### src/rtl/mafe_cfg.svh
// Purpose: Constants for the modem front end serial port block.
// Assumes: pclk serves as the master clock of the front end.
// Notes:   Offsets are byte addresses on the APB bus.
`ifndef MAFE_CFG_SVH
`define MAFE_CFG_SVH
// ============================================================
// Timing
`define MAFE_MCLK_KHZ      9216
`define MAFE_SHIFT_DIV     2'd3
`define MAFE_IN_BITS       5'd16
`define MAFE_RX_FRAME_BITS 5'd13
`define MAFE_TX_FRAME_BITS 5'd24
`define MAFE_ATTEN_MAX     4'he
// ============================================================
// Receive input word fields
`define MAFE_RX_GAIN_LSB   0
`define MAFE_RX_THR_LSB    7
`define MAFE_RX_DPLL_BIT   10
// ============================================================
// Transmit input word fields
`define MAFE_TX_CTRL_BIT   15
`define MAFE_TX_ATTEN_LSB  0
`define MAFE_TX_LPF_LSB    4
`define MAFE_TX_HPF_BIT    6
`define MAFE_TX_NOTCH_BIT  7
`define MAFE_TX_NSEL_BIT   8
`define MAFE_TX_ECHO_BIT   9
// ============================================================
// APB register map and reset values
`define MAFE_ADDR_CTRL     12'h000
`define MAFE_ADDR_STATUS   12'h004
`define MAFE_ADDR_SETTING  12'h008
`define MAFE_CTRL_RESET    1'b1
`define MAFE_THR_SHIFT     9
`endif

### src/rtl/mafe_pkg.sv
// Purpose: Types shared by the modem front end serial port block.
// Assumes: Constants come from mafe_cfg.svh.
// Notes:   Settings travel as one packed struct.
`default_nettype none
package mafe_pkg;
    // ============================================================
    // Settings loaded through the two input ports
    typedef struct packed {
        logic       echo_on;
        logic       notch_sel;
        logic       notch_on;
        logic       hpf_on;
        logic [1:0] lpf_mode;
        logic       dpll_on;
        logic [2:0] threshold;
        logic [3:0] atten;
        logic [6:0] gain;
    } mafe_setting_type;

    typedef struct packed {
        logic enable;
        logic data;
    } mafe_serial_type;

    typedef enum logic [1:0] {
        DAC_IDLE = 2'b00,
        DAC_ECHO = 2'b01,
        DAC_LINE = 2'b10
    } mafe_dac_state_type;
endpackage : mafe_pkg
`default_nettype wire

### src/rtl/mafe_serial_ports.sv
// Purpose: Digital side of a modem analog front end: four serial ports,
//          converter sequencing and the settings loaded by the processor.
// Assumes: pclk is the master clock; all pins synchronous to it.
// Notes:   Overview of operation is listed below.
// Overview of operation
// - Four serial ports, each enable plus data.
// - Receive output enable pulse starts receive shifting.
// - Receive frame: 12 sample bits, then energy bit.
// - Transmit output: echo sample, then hybrid sample.
// - Transmit output enable pulse starts transmit shifting.
// - Converter results are 12-bit two's complement words.
// - Two DAC words per strobe with echo on: echo, then line; one (line) with it off.
// - Echo sampled on transmit strobe, receive on receive.
// - Without echo cancel, bypass summer and reconstruction.
// - Receive gain has 128 steps of 0.375 dB.
// - Transmit attenuator has 15 steps of 1 dB.
// - Energy threshold loaded through receive input port.
// - Filter sections configured through transmit input port.
// - Receive oscillator DPLL mode set via receive port.
// - All timing derived from the single master clock.
// - Shift clock is master clock divided by three.
// - Inputs shift MSB first, 16 bits, extras ignored.
// - Transmit strobe falling edge starts both conversions.
//
// Added by the designer: the register offsets and the APB register port.
`timescale 1ns/1ps
`include "mafe_cfg.svh"
`default_nettype none
module mafe_serial_ports #(
    parameter int SAMPLE_W = 12,
    parameter int IN_W     = 16
) (
    input  wire logic                      pclk,
    input  wire logic                      presetn,
    input  wire logic                      clk_en,
    input  wire logic                      psel,
    input  wire logic                      penable,
    input  wire logic                      pwrite,
    input  wire logic [11:0]               paddr,
    input  wire logic [31:0]               pwdata,
    output logic [31:0]                    prdata,
    output logic                           pready,
    output logic                           pslverr,
    input  wire mafe_pkg::mafe_serial_type rx_in,
    input  wire mafe_pkg::mafe_serial_type tx_in,
    output mafe_pkg::mafe_serial_type      rx_out,
    output mafe_pkg::mafe_serial_type      tx_out,
    input  wire logic                      tx_sample_strobe,
    input  wire logic                      rx_sample_strobe,
    input  wire logic [SAMPLE_W-1:0]       rx_adc_sample,
    input  wire logic [SAMPLE_W-1:0]       echo_adc_sample,
    input  wire logic [SAMPLE_W-1:0]       hybrid_adc_sample,
    input  wire logic [SAMPLE_W-1:0]       energy_level,
    output logic                           shift_clock,
    output logic                           tx_conv_start,
    output logic                           echo_hold,
    output logic                           rx_conv_start,
    output logic [SAMPLE_W-1:0]            dac_data,
    output logic                           dac_load,
    output logic                           dac_is_echo,
    output logic                           rx_path_bypass,
    output mafe_pkg::mafe_setting_type     setting,
    output logic                           energy_flag
);
    import mafe_pkg::*;

    // Frame layouts below are fixed at 12-bit samples and 16-bit words.
    if (SAMPLE_W != 12 || IN_W != 16) begin : g_bad_size
        $error("mafe_serial_ports serves 12-bit samples, 16-bit words");
    end

    // ============================================================
    // Shift clock from the master clock
    logic [1:0] div_cnt;
    wire        shift_tick = clk_en && (div_cnt == `MAFE_SHIFT_DIV - 2'd1);

    always_ff @(posedge pclk or negedge presetn) begin
        if (!presetn) begin
            div_cnt     <= 2'd0;
            shift_clock <= 1'b0;
        end else if (clk_en) begin
            div_cnt     <= shift_tick ? 2'd0 : div_cnt + 2'd1;
            shift_clock <= (div_cnt == 2'd0);
        end
    end

    // ============================================================
    // APB control: bit 0 enables the two serial input ports; the output ports run regardless
    logic ports_on;
    wire  apb_acc   = psel && penable;
    wire  hit_ctrl  = (paddr == `MAFE_ADDR_CTRL);
    wire  hit_stat  = (paddr == `MAFE_ADDR_STATUS);
    wire  hit_set   = (paddr == `MAFE_ADDR_SETTING);
    wire  addr_ok   = hit_ctrl || hit_stat || hit_set;
    mafe_dac_state_type dac_state;
    wire [31:0] rd_mux =
        hit_ctrl ? {31'h0, ports_on} :
        hit_stat ? {28'h0, dac_state, setting.echo_on, energy_flag} :
        hit_set  ? {11'h0, setting} : 32'h0;

    assign pready  = 1'b1;
    assign pslverr = apb_acc && !addr_ok;

    always_ff @(posedge pclk or negedge presetn) begin
        if (!presetn) begin
            ports_on <= `MAFE_CTRL_RESET;
            prdata   <= 32'h0;
        end else begin
            if (apb_acc && pwrite && hit_ctrl) begin
                ports_on <= pwdata[0];
            end
            // Captured in the setup cycle so that it stands when pready is
            // sampled in the access cycle; a change in between shows later.
            if (psel && !penable && !pwrite) begin
                prdata <= rd_mux;
            end
        end
    end

    // ============================================================
    // Input ports: index 0 receive, index 1 transmit
    logic [IN_W-1:0] in_shift [2];
    logic [4:0]      in_cnt   [2];
    logic [1:0]      in_prev;
    wire  [1:0]      in_en    = {tx_in.enable, rx_in.enable};
    wire  [1:0]      in_dat   = {tx_in.data, rx_in.data};
    wire  [1:0]      in_done  = {2{shift_tick && ports_on}} & in_prev & ~in_en;

    for (genvar i = 0; i < 2; i++) begin : g_in
        always_ff @(posedge pclk or negedge presetn) begin
            if (!presetn) begin
                in_shift[i] <= '0;
                in_cnt[i]   <= 5'd0;
                in_prev[i]  <= 1'b0;
            end else if (shift_tick && ports_on) begin
                in_prev[i] <= in_en[i];
                if (in_en[i] && in_cnt[i] < `MAFE_IN_BITS) begin
                    in_shift[i] <= {in_shift[i][IN_W-2:0], in_dat[i]};
                    in_cnt[i]   <= in_cnt[i] + 5'd1;
                end else if (!in_en[i]) begin
                    in_cnt[i] <= 5'd0;
                end
            end
        end
    end

    // ============================================================
    // Word decode
    wire [IN_W-1:0] rx_word  = in_shift[0];
    wire [IN_W-1:0] tx_word  = in_shift[1];
    wire            tx_ctrl  = tx_word[`MAFE_TX_CTRL_BIT];
    wire [3:0]      atten_in = tx_word[`MAFE_TX_ATTEN_LSB +: 4];
    wire [3:0]      atten_ok = (atten_in > `MAFE_ATTEN_MAX) ?
                               `MAFE_ATTEN_MAX : atten_in;

    // ============================================================
    // Strobe edges
    logic tx_strb_q;
    logic rx_strb_q;
    wire  tx_fall = clk_en && tx_strb_q && !tx_sample_strobe;
    wire  rx_fall = clk_en && rx_strb_q && !rx_sample_strobe;

    always_ff @(posedge pclk or negedge presetn) begin
        if (!presetn) begin
            tx_strb_q <= 1'b0;
            rx_strb_q <= 1'b0;
        end else if (clk_en) begin
            tx_strb_q <= tx_sample_strobe;
            rx_strb_q <= rx_sample_strobe;
        end
    end

    // ============================================================
    // Settings registers
    always_ff @(posedge pclk or negedge presetn) begin
        if (!presetn) begin
            setting <= '0;
        end else if (clk_en) begin
            if (in_done[0]) begin
                setting.gain      <= rx_word[`MAFE_RX_GAIN_LSB +: 7];
                setting.threshold <= rx_word[`MAFE_RX_THR_LSB +: 3];
                setting.dpll_on   <= rx_word[`MAFE_RX_DPLL_BIT];
            end
            if (in_done[1] && tx_ctrl) begin
                setting.atten     <= atten_ok;
                setting.lpf_mode  <= tx_word[`MAFE_TX_LPF_LSB +: 2];
                setting.hpf_on    <= tx_word[`MAFE_TX_HPF_BIT];
                setting.notch_on  <= tx_word[`MAFE_TX_NOTCH_BIT];
                setting.notch_sel <= tx_word[`MAFE_TX_NSEL_BIT];
                setting.echo_on   <= tx_word[`MAFE_TX_ECHO_BIT];
            end
        end
    end

    assign rx_path_bypass = !setting.echo_on;

    // ============================================================
    // Energy detect against the selected threshold
    wire [SAMPLE_W-1:0] thr_level =
        SAMPLE_W'({setting.threshold, 9'h0}) >> (9 - `MAFE_THR_SHIFT);

    always_ff @(posedge pclk or negedge presetn) begin
        if (!presetn) begin
            energy_flag <= 1'b0;
        end else if (clk_en) begin
            energy_flag <= (energy_level > thr_level);
        end
    end

    // ============================================================
    // DAC sequencing: the processor sends two data words per strobe with echo on, one (line) with it off.
    // A data word that arrives with no slot open is dropped, which keeps
    // the echo and line order from slipping after a missed word.
    mafe_dac_state_type next_dac_state;
    wire tx_data_word = in_done[1] && !tx_ctrl;

    always_comb begin
        next_dac_state = dac_state;
        if (tx_fall) begin
            next_dac_state = setting.echo_on ? DAC_ECHO : DAC_LINE;
        end else if (tx_data_word) begin
            case (dac_state)
                DAC_ECHO: next_dac_state = DAC_LINE;
                DAC_LINE: next_dac_state = DAC_IDLE;
                DAC_IDLE: next_dac_state = DAC_IDLE;
                default:  next_dac_state = DAC_IDLE;
            endcase
        end
    end

    always_ff @(posedge pclk or negedge presetn) begin
        if (!presetn) begin
            dac_state   <= DAC_IDLE;
            dac_data    <= '0;
            dac_load    <= 1'b0;
            dac_is_echo <= 1'b0;
        end else if (clk_en) begin
            dac_state <= next_dac_state;
            dac_load  <= tx_data_word && !tx_fall && dac_state != DAC_IDLE;
            if (tx_data_word && !tx_fall && dac_state != DAC_IDLE) begin
                dac_data    <= tx_word[SAMPLE_W-1:0];
                dac_is_echo <= (dac_state == DAC_ECHO);
            end
        end
    end

    // ============================================================
    // Conversion starts on the strobe falling edges
    always_ff @(posedge pclk or negedge presetn) begin
        if (!presetn) begin
            tx_conv_start <= 1'b0;
            echo_hold     <= 1'b0;
            rx_conv_start <= 1'b0;
        end else if (clk_en) begin
            tx_conv_start <= tx_fall;
            echo_hold     <= tx_fall && setting.echo_on;
            rx_conv_start <= rx_fall;
        end
    end

    // ============================================================
    // Output ports: index 0 receive, index 1 transmit. Frames are loaded
    // left aligned so one shifter serves both lengths. A new strobe
    // restarts a frame still shifting; the processor must space strobes.
    logic [23:0] out_frame [2];
    logic [4:0]  out_left  [2];
    logic [1:0]  out_en;
    logic [1:0]  out_dat;
    wire  [1:0]  out_load  = {tx_fall, rx_fall};
    wire  [11:0] echo_word = setting.echo_on ? echo_adc_sample : 12'h0;
    wire  [23:0] load_word [2];
    wire  [4:0]  load_len  [2];

    assign load_word[0] = {rx_adc_sample, energy_flag, 11'h0};
    assign load_word[1] = {echo_word, hybrid_adc_sample};
    assign load_len[0]  = `MAFE_RX_FRAME_BITS;
    assign load_len[1]  = `MAFE_TX_FRAME_BITS;

    for (genvar j = 0; j < 2; j++) begin : g_out
        always_ff @(posedge pclk or negedge presetn) begin
            if (!presetn) begin
                out_frame[j] <= '0;
                out_left[j]  <= 5'd0;
                out_en[j]    <= 1'b0;
                out_dat[j]   <= 1'b0;
            end else if (out_load[j]) begin
                out_frame[j] <= load_word[j];
                out_left[j]  <= load_len[j];
            end else if (shift_tick) begin
                if (out_left[j] != 5'd0) begin
                    out_en[j]    <= 1'b1;
                    out_dat[j]   <= out_frame[j][23];
                    out_frame[j] <= {out_frame[j][22:0], 1'b0};
                    out_left[j]  <= out_left[j] - 5'd1;
                end else begin
                    out_en[j]  <= 1'b0;
                    out_dat[j] <= 1'b0;
                end
            end
        end
    end

    assign rx_out = '{enable: out_en[0], data: out_dat[0]};
    assign tx_out = '{enable: out_en[1], data: out_dat[1]};
endmodule : mafe_serial_ports
`default_nettype wire

### config.mk
export PLATFORM = sky130hd
export DESIGN_NAME = mafe_serial_ports
export DESIGN_NICKNAME = d
export VERILOG_FILES = /design/src/rtl/mafe_pkg.sv /design/src/rtl/mafe_serial_ports.sv
export VERILOG_INCLUDE_DIRS = /design/src /design/src/rtl
export SDC_FILE = /design/constraint.sdc
export NUM_CORES = 1
export LEC_CHECK = 0
export ABC_AREA = 1
export BUFFER_PORTS_ARGS = -buffer_cell sky130_fd_sc_hd__buf_2
export CELL_PAD_IN_SITES_DETAIL_PLACEMENT = 1
export CELL_PAD_IN_SITES_GLOBAL_PLACEMENT = 1
export CORE_ASPECT_RATIO = 1.1
export CORE_MARGIN = 2
export CORE_UTILIZATION = 25
export CTS_CLUSTER_DIAMETER = 200
export CTS_CLUSTER_SIZE = 12
export DETAILED_ROUTE_END_ITERATION = 6
export HOLD_SLACK_MARGIN = 0.03
export PLACE_DENSITY = 0.62
export SETUP_SLACK_MARGIN = 0.2
export SLEW_MARGIN = 20
export SYNTH_ARGS = -nofsm -noshare
export SYNTH_HDL_FRONTEND = slang
export SYNTH_SLANG_ARGS = --single-unit
### constraint.sdc
create_clock -name pclk -period 1.7 [get_ports pclk]
set_input_delay 0.34 -clock pclk [delete_from_list [all_inputs] [get_ports pclk]]
set_output_delay 0.34 -clock pclk [all_outputs]
set_load 0.05 [all_outputs]
======== Word-level counts from Yosys, hierarchy flattened ========
Index checks and enable logic that the tools add are counted.
operators by class
  equality and inequality tests ........... 6
  mux-type cells .......................... 30
  order comparisons ....................... 4
  bitwise operators ....................... 5
  add/sub/neg operators ................... 5
  reductions and logical operators ........ 51
operator list
  kind                                                                    number
  24-bit two-way mux                                                      6
  21-bit two-way mux                                                      3
  5-bit two-way mux                                                       10
  2-bit AND reduction                                                     12
  1-bit logical AND                                                       19
  12-bit by 3-bit equality test with 1-bit output, second input constant  1
  12-bit by 4-bit equality test with 1-bit output, second input constant  1
  12-bit greater-than comparator                                          1
  12-bit zero test                                                        1
  12-bit two-way mux                                                      1
  2-bit nonzero test                                                      6
  5-bit by 1-bit adder with 5-bit output, second input constant           2
  5-bit < comparator, second input constant                               2
  2-bit two-way mux                                                       5
  5-bit nonzero test                                                      2
  5-bit by 1-bit subtractor with 5-bit output, second input constant      2
  1-bit zero test                                                         8
  2-bit AND                                                               2
  4-bit greater-than comparator, second input constant                    1
  1-bit two-way mux                                                       4
  4-bit two-way mux                                                       1
  2-bit by 1-bit != test with 1-bit output, second input constant         2
  2-bit by 1-bit adder with 2-bit output, second input constant           1
  2-bit by 1-bit equality test with 1-bit output, second input constant   1
  5 further kinds                                                         7
storage, ports and cells
  register bits ........................... 180
  output and inout port bits .............. 79
  bits of input ports ..................... 104

======== Longest topological paths before layout ========
Gate-level depths: netlist (run 1).
  word-level depth ........................ 9
  gate-level depth with buffers ........... 11
  depth with buffers taken out ............ 10

======== Worst setup path before layout (run 1) ========
Ideal clock, no wire load.
  path type ............................... in2out
  from .................................... input paddr[11]
  to ...................................... output pslverr
  cell stages on the path ................. 7
  data arrival time ....................... 1550 ps
  setup slack ............................. -190 ps
  path through ............................ nor2_1 -> nand2_1 -> nor2_1 -> buf_2 -> nand2_1 -> nand3_1 -> a21oi_1
on the way
  word-level cells in the longest chain between the ends .. 5
  elaborated cells between the ends (all ways) .. 7
  classes of those cells .................. eq/ne: 2; reduce/logical: 5
RTL lines
  item                                                                                                         line                      RTL
  start: declaration                                                                                           mafe_serial_ports.sv:39   input wire logic [11:0] paddr,
  12-bit by 3-bit equality test with 1-bit output (no source line) / 12-bit zero test (equally long branches)  -
  1-bit logical OR                                                                                             mafe_serial_ports.sv:94   wire addr_ok = hit_ctrl || hit_stat || hit_set;
  1-bit logical OR (*)                                                                                         mafe_serial_ports.sv:94
  1-bit zero test (*)                                                                                          mafe_serial_ports.sv:102  assign pslverr = apb_acc && !addr_ok;
  1-bit logical AND (*)                                                                                        mafe_serial_ports.sv:102
  end: declaration                                                                                             mafe_serial_ports.sv:43   output logic pslverr,
Every way passes the cells marked *; elsewhere a longest branch is shown, timed or not.

======== Worst setup path after layout (run 1) ========
  from .................................... register ports_on
  to ...................................... register dac_data[9]
on the way
  word-level cells in the longest chain between the ends .. 7
RTL lines
  item                                  line                      RTL
  start: declaration                    mafe_serial_ports.sv:89   logic ports_on;
  start signal: assignment              mafe_serial_ports.sv:106  ports_on <= `MAFE_CTRL_RESET;
  start signal: assignment              mafe_serial_ports.sv:110  ports_on <= pwdata[0];
  1-bit logical AND                     mafe_serial_ports.sv:127  wire [1:0] in_done = {2{shift_tick && ports_on}} & in_prev & ~in_en;
  2-bit AND (2 in a row)                mafe_serial_ports.sv:127
  1-bit logical AND                     mafe_serial_ports.sv:215  wire tx_data_word = in_done[1] && !tx_ctrl;
  1-bit logical AND (2 in a row)        mafe_serial_ports.sv:240  if (tx_data_word && !tx_fall && dac_state != DAC_IDLE) begin
  2-bit AND reduction (no source line)  -
  end signal: assignment                mafe_serial_ports.sv:241  dac_data <= tx_word[SAMPLE_W-1:0];
  end: declaration                      mafe_serial_ports.sv:58   output logic [SAMPLE_W-1:0] dac_data,
No other way between the ends.
A chain may end at the register's enable or synchronous reset.

==> results of run 1 <==
## power by group
part           internal, uW  total (uW)  switching (uW)
combinational          1280        3020            1740
clock                  2130        3860            1730
sequential             4310        4580             267
total                  7720       11500            3740
## sequential cells by signal, indices dropped and copies added, names as in the netlist, 2 cells and up
register,cells
dac_data,12
dac_state,2
div_cnt,2
in_cnt,10
in_prev,2
out_frame,37
out_left,10
prdata,21
rx_out,2
rx_word,11
setting,21
tx_out,2
tx_word,16
## through the flow
step	setup TNS (ns)	instances	util	worst slack (ns)
2_1_floorplan	0	845	-	0.206
4_1_cts	0	1421	0.350	0.140
5_1_grt	0	1436	0.382	0.0760
3_3_place_gp	0	1341	0.302	0.0283
6_report	0	1437	0.382	0.169
3_5_place_dp	-0.00455	1341	0.302	-0.00455
## what timing repair did
item,CTS,global route
gates cloned,9,9
endpoints found under the setup margin,98,126
setup buffers,38,6
hold buffers,1,0
hold endpoints to repair,29,0
pin swaps,28,43
resized for setup,95,258
## per-layer routing
layer | wire (um) | vias up
li1 | - | 3097
met1 | 9530 | 3167
met2 | 11700 | 100
met3 | 771 | 25
met4 | 359 | 2
met5 | 13 | -
## cells by family after synthesis
logic type,share of synthesized area
XOR/XNOR,0.00621
flip-flops,0.561
AO/OA/AOI/OAI,0.122
buffers and inverters,0.0841
AND/OR/NAND/NOR,0.214
other,0.00106
adder cells (fa/ha/maj),0.0124
## layout by cell type, fill, tap and decap left out, types with 12 or more instances in the layout
cell / Yosys / final
sky130_fd_sc_hd__inv_1: 85 / 75
sky130_fd_sc_hd__nand2_1: 287 / 181
sky130_fd_sc_hd__o21ai_0: 145 / 75
sky130_fd_sc_hd__nor2_1: 32 / 23
sky130_fd_sc_hd__o21ai_2: 1 / 30
sky130_fd_sc_hd__dfrtp_1: 157 / 154
sky130_fd_sc_hd__buf_2: 17 / 121
sky130_fd_sc_hd__nand3_1: 27 / 22
sky130_fd_sc_hd__buf_6: 1 / 25
sky130_fd_sc_hd__clkbuf_16: 0 / 22
sky130_fd_sc_hd__nand2_4: 0 / 31
sky130_fd_sc_hd__buf_12: 0 / 12
sky130_fd_sc_hd__o21ai_1: 1 / 42
sky130_fd_sc_hd__nand2_2: 2 / 75
sky130_fd_sc_hd__conb_1: 2 / 12
sky130_fd_sc_hd__buf_4: 16 / 59
## layout make-up
cell class / count / area (um2)
multi-input combinational: 558 / 3330
clock buffer: 20 / 457
sequential: 158 / 3960
clock inverter: 12 / 124
fill: 3199 / 17200
antenna: 1 / 2.50
tap: 363 / 454
timing repair buffer: 235 / 1920
inverter: 90 / 362
## final timing paths
kind | to | start | cells past startpoint
min in group asynchronous | out_frame[39]$_DFFE_PN0P_ | presetn | 2
max in group asynchronous | rx_strb_q$_DFFE_PN0P_ | presetn | 3
min | out_frame[0]$_DFFE_PN0P_ | hybrid_adc_sample[0] | 3
max | dac_data[9]$_DFFE_PN0P_ | ports_on$_DFFE_PN1P_ | 8
max reg2reg | dac_data[9]$_DFFE_PN0P_ | ports_on$_DFFE_PN1P_ | 8
min reg2reg | prdata[2]$_DFFE_PN0P_ | prdata[2]$_DFFE_PN0P_ | 2
## tightest hold or removal path, delay by kind of cell
| kind | cells | cell delay, ns |
|---|---|---|
| and+or+nand+nor | 1 | 0.05 |
| buffers and inverters | 1 | 0.08 |
| AOI/OAI and AO/OA | 1 | 0.05 |
==> impl_summary.txt, run 1 <==
----------------------------------------------------
[Worst setup path]
  Startpoint type of the worst setup path ... register
  Register-to-Register Setup Slack ... 0.17 ns
  Family of cells with the greatest summed delay on the critical path ... flip-flops
  Data arrival time of the critical path ... 1.89 ns
  Master of the slowest instance on the critical path ... sky130_fd_sc_hd__dfstp_2
  WP buf/inv ... 3
  Most common cell type on the critical path ... sky130_fd_sc_hd__buf_12
  Cell-by-cell listing of the critical path ... clkinvlp_4, nor2_8, nand3_4, nor2_4, buf_12, buf_12, nand2_4, nand2_2
  Critical path's largest stage delay ... 0.56 ns
  CP endpoint kind ... register
  Critical path class ... register to register
  Critical-path maximum fanout ... 7
  Worst endpoint required time ... 2.06 ns

[Synthesis]
  Syn Std Cell Area ... 0.00706 mm2
  Sequential element share of the synthesized area ... 0.561
  Most frequent cell after synthesis ... sky130_fd_sc_hd__nand2_1
  Area leader, netlist ... sky130_fd_sc_hd__dfrtp_1
  Area share of the largest cell type after synthesis ... 0.557
  Instance count of the mapped netlist ... 835
  Number of enable flip-flop cells after synthesis ... 0
  Asr flop ratio synth ... 1.00
  Top flip-flop cell by instance count after synthesis ... sky130_fd_sc_hd__dfrtp_1
  Mean post-synth cell area ... 8.45 um2
  Post-synthesis cell type count ... 36
  Most common library cells after synthesis ... 287 x sky130_fd_sc_hd__nand2_1, 157 x sky130_fd_sc_hd__dfrtp_1, 145 x sky130_fd_sc_hd__o21ai_0
  Leading cell types by total area after synthesis ... sky130_fd_sc_hd__dfrtp_1 56%, sky130_fd_sc_hd__nand2_1 15%, sky130_fd_sc_hd__o21ai_0 10%
  Yosys warning total ... 0
  Register bit count reported by yosys ... 158

[Placed design]
  Cell Area, Placed ... 0.00840 mm2
  Post-detailed-placement half-perimeter wirelength ... 13700 um
  Count of port buffers added during placement ... 139
  Gpl congestion ... 0.763

[Hold path]
  Hold WC Path Type ... primary input to register

[Run status]
  Run status ... finished, final reports clean

[Global routing]
  Global Route met1 Usage ... 0.183
  Met2 routing resource usage after global routing ... 0.257
  Vias in the first global route ... 6606
  Most used routing layer ... met2
  Met3 demand-to-capacity share in global routing ... 0.0285
  Maximum number of pins on one net before global-route repair ... 43
  Sum of overflow across all layers after global routing ... 0
  Wire length of the first global-routing pass ... 34600 um
  Number of antenna violations at the first check in global routing ... 2
  GRT Resource Usage Total ... 0.148

[Clock tree]
  H-tree depth ... 4
  TritonCTS clock tree ... done
  Number of sinks on the clock net ... 158
  Clock latency of the later-clocked register in the worst-skew pair ... 0.42 ns
  Number of buffers created by CTS ... 17
  CTS clk-pin slew, worst paths ... 0.07 ns
  Cell at the root of the clock tree ... sky130_fd_sc_hd__clkbuf_16
  Clk buf depth ... 2

[STA]
  Final setup violation count ... 0
  Min Tclk post-route ... 1.53 ns
  Unrepaired setup endpoints after global routing ... true
  Worst slack on hold paths ... 0.128 ns
  Number of failing hold endpoints at the final stage ... 0
  Worst setup skew after layout ... 0.0116 ns
  Max-slew violation count ... 0
  Post-route clock period utilization ... 0.901
  Max Clock Freq ... 653 MHz

[Cells and area]
  Non-Filler Cell Area, Final ... 0.0106 mm2
  Nets ... 1171
  Area growth from synthesis to layout ... 50.4%
  Share of cells above drive strength 1 ... 0.421

[Pwr]
  Cell leakage power ... 0.00529 uW
  Total power after layout ... 11500 uW
  Max IR drop VDD ... 0.559 mV
  Power per standard cell area ... 1080 mW/mm2

[Die]
  Top Ports ... 183
  Effective utilization at floorplan ... 0.254
  Area inside the core boundary ... 0.0278 mm2
  Row count ... 64
  Die area ... 0.0296 mm2
  Die width ... 164 um
  Y dimension of the die ... 180 um

[Run]
  Max-capacitance violation count ... 0

[Detailed routing]
  Routed wirelength normalized by instance count ... 15.6 um
  Routed vias ... 6391
  Avg Vias per Cell ... 4.45
  Post-detailed-route count of antenna-violating nets ... 0
  Starting DRC count in detailed routing ... 280
  Final routed DRC violation total ... 0
  Number of optimization iterations in the first detailed-route pass ... 6
  Total wirelength of the detailed-routed design ... 22400 um

----------------------------------------------------
Note: power is estimated with default switching activity, not from simulation.
==> inputs of run 2 (changes only) <==
PLACE_DENSITY = 0.55   (was 0.62)
==> impl_summary.txt, run 2 (synthesized netlist as in run 1, its figures left out) <==
----------------------------------------------------
[Run status]
  Run status ... finished, final reports clean

[Placed design]
  Count of port buffers added during placement ... 139
  Gpl congestion ... 0.720
  Setup slack at placement ... -0.0231 ns
  Post-detailed-placement half-perimeter wirelength ... 13400 um
  Inst Count DP ... 1339

[Pwr]
  Cell leakage power ... 0.00497 uW
  Power per standard cell area ... 1130 mW/mm2
  Total power after layout ... 11400 uW
  Max IR drop VDD ... 0.451 mV

[Clock tree]
  Clk buf depth ... 2
  TritonCTS clock tree ... done
  Clock latency of the later-clocked register in the worst-skew pair ... 0.42 ns
  Cell at the root of the clock tree ... sky130_fd_sc_hd__clkbuf_16
  Number of buffers created by CTS ... 17
  H-tree depth ... 4
  CTS clk-pin slew, worst paths ... 0.07 ns
  Number of sinks on the clock net ... 158

[Cells and area]
  Largest registers ... out_frame: 37 flops, prdata: 21 flops, setting: 21 flops
  Nets ... 1154
  Commonest non-fill, non-tap cell in the layout ... sky130_fd_sc_hd__nand2_1
  Area growth from synthesis to layout ... 42.8%
  Register with the most flip-flops ... out_frame
  Layout filler cell count ... 3248
  Max FFs per register ... 37
  Share of cells above drive strength 1 ... 0.336
  Top library cells by usage in the layout, fill and taps aside ... 243 x sky130_fd_sc_hd__nand2_1, 154 x sky130_fd_sc_hd__dfrtp_1, 124 x sky130_fd_sc_hd__buf_2
  Final cell count without fillers ... 1420

[Worst setup path]
  Worst endpoint required time ... 1.36 ns
  Startpoint of the worst register-to-register path ... out_left[0]$_DFFE_PN0P_
  Critical-path maximum fanout ... 3
  CP endpoint kind ... output port
  Critical path class ... register to output port
  Startpoint type of the worst setup path ... register
  Critical path origin ... setting[20]$_DFFE_PN0P_
  Data arrival time of the critical path ... 1.15 ns

[Hold path]
  HP Start ... pwdata[0]
  Hold WC Path Type ... primary input to register

[Global routing]
  Met2 routing resource usage after global routing ... 0.237
  Most used routing layer ... met2
  Vias in the first global route ... 6287
  Wire length of the first global-routing pass ... 32800 um
  GRT Resource Usage Total ... 0.140
  Sum of overflow across all layers after global routing ... 0
  Global Route met1 Usage ... 0.178
  Met3 demand-to-capacity share in global routing ... 0.0278
  Maximum number of pins on one net before global-route repair ... 63
  Number of antenna violations at the first check in global routing ... 2

[STA]
  Post-route clock period utilization ... 0.874
  Min Tclk post-route ... 1.49 ns
  Max Clock Freq ... 673 MHz
  Max-slew violation count ... 0
  Worst setup skew after layout ... 0.0129 ns
  Unrepaired setup endpoints after global routing ... true
  Final setup violation count ... 0
  PnR worst setup slack ... 0.213 ns
  Number of failing hold endpoints at the final stage ... 0

[Die]
  Top Ports ... 183
  Row count ... 64
  Die area ... 0.0296 mm2
  Effective utilization at floorplan ... 0.254
  Die width ... 164 um
  Area inside the core boundary ... 0.0278 mm2
  Y dimension of the die ... 180 um

[Detailed routing]
  Number of optimization iterations in the first detailed-route pass ... 4
  Routed vias ... 6138
  Total wirelength of the detailed-routed design ... 20600 um
  Final routed DRC violation total ... 0
  Starting DRC count in detailed routing ... 271
  Avg Vias per Cell ... 4.32
  Routed wirelength normalized by instance count ... 14.5 um
  Post-detailed-route count of antenna-violating nets ... 0

[Run]
  Max-capacitance violation count ... 0

----------------------------------------------------
run 2: changes by cell type in the layout (fill, tap and decap cells not counted), sizes merged, moves of 2 or more:
cell / previous run / this run
buf: 227 / 210
clkbuf: 27 / 29
clkinv: 4 / 6
clkinvlp: 5 / 1
inv: 92 / 94
run 2: final cells by class:
cell class | instances | area (um2) | share of cell area
flip-flops and latches | 158 | 3960 | 0.393
multi-input cells | 555 | 2940 | 0.292
clock inverters | 13 | 153 | 0.0151
repair buffers | 221 | 1760 | 0.175
inverters | 90 | 358 | 0.0355
well taps | 363 | 454 | 0.0451
diodes | 1 | 2.50 | 0.000248
clock buffers | 19 | 443 | 0.0440
run 2: layer usage:
metal,vias to the layer above,part of all wire
li1,3062,-
met2,88,0.50
met3,15,0.037
met4,2,0.012
met1,2971,0.45
met5,-,0.00058
run 2: per-stage QoR:
stage / cell area, um2 / utilization / hold WS, ns / setup TNS (ns)
2_1_floorplan: 7110 / - / 0.0444 / 0
3_3_place_gp: 8390 / 0.302 / 0.173 / 0
3_5_place_dp: 8390 / 0.302 / 0.172 / -0.0799
4_1_cts: 9500 / 0.342 / 0.118 / 0
5_1_grt: 10100 / 0.363 / 0.146 / 0
6_report: 10100 / 0.363 / 0.136 / 0
run 2: final timing paths:
kind	cells after the start	slack [ns]	to
min in group asynchronous	2	0.30	out_frame[41]$_DFFE_PN0P_
setup reg to reg	10	0.22	out_frame[8]$_DFFE_PN0P_
hold / removal	3	0.14	ports_on$_DFFE_PN1P_
hold reg to reg	2	0.47	dac_data[2]$_DFFE_PN0P_
setup / recovery	2	0.21	setting[20]
max in group asynchronous	3	0.78	setting[20]$_DFFE_PN0P_
run 2: repair_timing:
item	4_1_cts	5_1_grt
gates cloned	6	7
hold buffers	1	0
endpoints found under the setup margin	87	89
resized for setup	76	126
buffers inserted	23	11
pin swaps	10	27
hold endpoints to repair	104	0
run 2: critical path: stages, from the launching register on:
cell                      delay, ns
sky130_fd_sc_hd__dfrtp_2       0.45
sky130_fd_sc_hd__buf_6         0.14
sky130_fd_sc_hd__buf_6         0.14
run 2: power by group:
part	total [uW]	switching (uW)	leakage, uW	internal, uW
Combinational	2830	1610	0.00259	1220
Clock	3980	1730	0.000293	2250
Sequential	4570	257	0.00209	4310
Total	11400	3590	0.00497	7780
==> inputs of run 3 (changes only) <==
ABC_AREA = 0   (was 1)
PLACE_DENSITY = 0.53   (was 0.55)
==> impl_summary.txt, run 3 <==
----------------------------------------------------
[Run status]
  Run status ... complete, but fails checks
  Violations in the final reports ... setup timing

[STA]
  Min Tclk post-route ... 1.73 ns
  Unrepaired setup endpoints after global routing ... true
  Post-route clock period utilization ... 1.02
  Max Clock Freq ... 576 MHz
  Final setup violation count ... 10
  Worst-margin pin slew ... 0.623 ns
  Worst slack on hold paths ... 0.139 ns
  Number of failing hold endpoints at the final stage ... 0
  PnR worst setup slack ... -0.0346 ns
  Relative max-transition margin ... 0.585
  Worst setup skew after layout ... 0.0159 ns
  Max-slew violation count ... 0

[Pwr]
  Cell leakage power ... 0.00471 uW
  Part of the total power dissipated in combinational logic ... 0.206
  Internal cell power ... 7520 uW
  Fraction of power spent switching nets ... 0.299
  Power per standard cell area ... 1060 mW/mm2
  Net switching power of the design ... 3210 uW
  Max IR drop VDD ... 0.447 mV
  Total power after layout ... 10700 uW
  Fraction of power consumed by the clock network ... 0.371
  Sequential group share of total power ... 0.422

[Cells and area]
  Largest registers ... out_frame: 37 flops, prdata: 21 flops, setting: 21 flops
  Share of cells above drive strength 1 ... 0.443
  Max FFs per register ... 37
  Area growth from synthesis to layout ... 42.6%
  Top library cells by usage in the layout, fill and taps aside ... 152 x sky130_fd_sc_hd__dfrtp_1, 125 x sky130_fd_sc_hd__buf_2, 103 x sky130_fd_sc_hd__nand2_1
  Register with the most flip-flops ... out_frame
  Nets ... 955
  Layout filler cell count ... 3094
  Commonest non-fill, non-tap cell in the layout ... sky130_fd_sc_hd__dfrtp_1

[Die]
  Top Ports ... 183
  Die width ... 165 um
  Effective utilization at floorplan ... 0.255
  Y dimension of the die ... 181 um
  Row count ... 64
  Area inside the core boundary ... 0.0279 mm2
  Die area ... 0.0298 mm2

[Global routing]
  GRT Resource Usage Total ... 0.140
  Wire length of the first global-routing pass ... 32800 um
  Vias in the first global route ... 5960
  Sum of overflow across all layers after global routing ... 0
  Number of antenna violations at the first check in global routing ... 0
  Maximum number of pins on one net before global-route repair ... 55

[Clock tree]
  CTS clk-pin slew, worst paths ... 0.07 ns
  Clock latency of the later-clocked register in the worst-skew pair ... 0.43 ns
  Number of buffers created by CTS ... 17
  H-tree depth ... 4
  Cell at the root of the clock tree ... sky130_fd_sc_hd__clkbuf_16
  Number of sinks on the clock net ... 158
  Clk buf depth ... 2
  TritonCTS clock tree ... done

[Synthesis]
  Top flip-flop cell by instance count after synthesis ... sky130_fd_sc_hd__dfrtp_1
  Asr flop ratio synth ... 1.00
  Register bit count reported by yosys ... 158
  Most common library cells after synthesis ... 157 x sky130_fd_sc_hd__dfrtp_1, 105 x sky130_fd_sc_hd__nand2_1, 65 x sky130_fd_sc_hd__mux2_2
  Mean post-synth cell area ... 11.0 um2
  Post-synthesis cell type count ... 54
  Instance count of the mapped netlist ... 645
  Area leader, netlist ... sky130_fd_sc_hd__dfrtp_1
  Area share of the largest cell type after synthesis ... 0.553
  Yosys warning total ... 0
  Sequential element share of the synthesized area ... 0.557
  Syn Std Cell Area ... 0.00710 mm2
  Number of enable flip-flop cells after synthesis ... 0
  Most frequent cell after synthesis ... sky130_fd_sc_hd__dfrtp_1
  Leading cell types by total area after synthesis ... sky130_fd_sc_hd__dfrtp_1 55%, sky130_fd_sc_hd__mux2_2 10%, sky130_fd_sc_hd__nand2_1 5.6%

[Worst setup path]
  CP endpoint kind ... register
  Critical-path maximum fanout ... 5
  Critical path class ... register to register
  Worst endpoint required time ... 2.02 ns
  Data arrival time of the critical path ... 2.05 ns
  Startpoint type of the worst setup path ... register

[Detailed routing]
  Total wirelength of the detailed-routed design ... 20900 um
  Number of optimization iterations in the first detailed-route pass ... 4
  Routed wirelength normalized by instance count ... 17.2 um
  Routed vias ... 5708
  Starting DRC count in detailed routing ... 206
  Post-detailed-route count of antenna-violating nets ... 0
  Final routed DRC violation total ... 0
  Avg Vias per Cell ... 4.67

[Placed design]
  Gpl congestion ... 0.716
  Post-detailed-placement half-perimeter wirelength ... 13400 um
  Count of port buffers added during placement ... 139
  Setup slack at placement ... -0.00565 ns

[Run]
  Max-capacitance violation count ... 0

[Hold path]
  Hold WC Path Type ... primary input to register

----------------------------------------------------
==> run 3: cell types whose count changed after synthesis, sizes merged, moves of 18 or more <==
cell,delta
nand2,-184
o21ai,-108
inv,-74
mux2,+66
nand3,-25
o211ai,+24
nand4,+22
a31oi,+18
==> run 3: cell type report <==
type | count | area [um2] | area share
tap | 363 | 454 | 0.0449
multi-input combinational | 430 | 3290 | 0.325
clock inverter | 14 | 165 | 0.0163
timing repair buffer | 224 | 1750 | 0.173
antenna | 1 | 2.50 | 0.000247
inverter | 13 | 51.3 | 0.00507
clock buffer | 18 | 439 | 0.0434
sequential | 158 | 3960 | 0.391
==> run 3: what timing repair did <==
item,in CTS,in global routing
gates cloned,4,7
hold buffers,1,0
hold endpoints to repair,15,0
resized for setup,57,81
pin swaps,21,54
setup buffers,11,14
setup endpoints to repair,109,121
==> run 3: path summary, 6_finish.rpt <==
path                                         from                   endpoint  slack, ns  cells after the start
max                          ports_on$_DFFE_PN1P_     setting[8]$_DFFE_PN0P_      -0.03                      6
min in group asynchronous                 presetn  out_frame[39]$_DFFE_PN0P_       0.32                      2
max reg2reg                  ports_on$_DFFE_PN1P_     setting[8]$_DFFE_PN0P_      -0.03                      6
min reg2reg                in_prev[0]$_DFFE_PN0N_     in_prev[0]$_DFFE_PN0N_       0.47                      2
max in group asynchronous                 presetn     prdata[16]$_DFFE_PN0P_       0.79                      3
min                          hybrid_adc_sample[0]   out_frame[0]$_DFFE_PN0P_       0.14                      3
==> run 3: stage by stage <==
stage	instance area, um2	instances	util	setup TNS [ns]
global route	10100	1220	0.363	-4.19
global placement	8620	1151	0.309	0
floorplan	7310	655	-	0
finish	10100	1221	0.363	-0.184
detailed placement	8620	1151	0.309	-0.0110
CTS	9650	1199	0.346	-0.0220
==> run 3: cells by family (layout without fill, tap and decap cells) <==
family / Yosys count / in the layout / share of synthesized area
adder cells (fa/ha/maj): 7 / 7 / 0.0123
other: 2 / 13 / 0.00106
AND/OR/NAND/NOR: 203 / 205 / 0.147
buffers and inverters: 69 / 269 / 0.0504
AO/OA/AOI/OAI: 138 / 138 / 0.125
multiplexers: 68 / 68 / 0.107
flip-flops: 158 / 158 / 0.557
==> run 3: worst max-delay path, stage by stage (launching register included) <==
cell	delay [ns]
sky130_fd_sc_hd__dfstp_2	0.54
sky130_fd_sc_hd__and4b_2	0.28
sky130_fd_sc_hd__buf_6	0.12
sky130_fd_sc_hd__nand4b_1	0.12
sky130_fd_sc_hd__buf_6	0.16
sky130_fd_sc_hd__clkbuf_16	0.15
sky130_fd_sc_hd__mux2_2	0.27
==> run 3: power by group through the flow <==
stage / Sequential (uW) / Clock (uW) / Combinational, uW
3_5_place_dp: 4530 / 0 / 1710
4_1_cts: 4480 / 4120 / 1900
2_1_floorplan: 4650 / 0 / 910
3_3_place_gp: 4520 / 0 / 1680
5_1_grt: 4590 / 4290 / 2430
6_report: 4540 / 3990 / 2210
==> run 3: layer usage <==
metal | track usage | part of all wire | vias to the layer above
met1 | 0.188 | 0.47 | 2882
met4 | 0.0330 | 0.011 | 0
met5 | 0 | 0 | -
met2 | 0.226 | 0.48 | 96
met3 | 0.0376 | 0.043 | 18
li1 | - | - | 2712
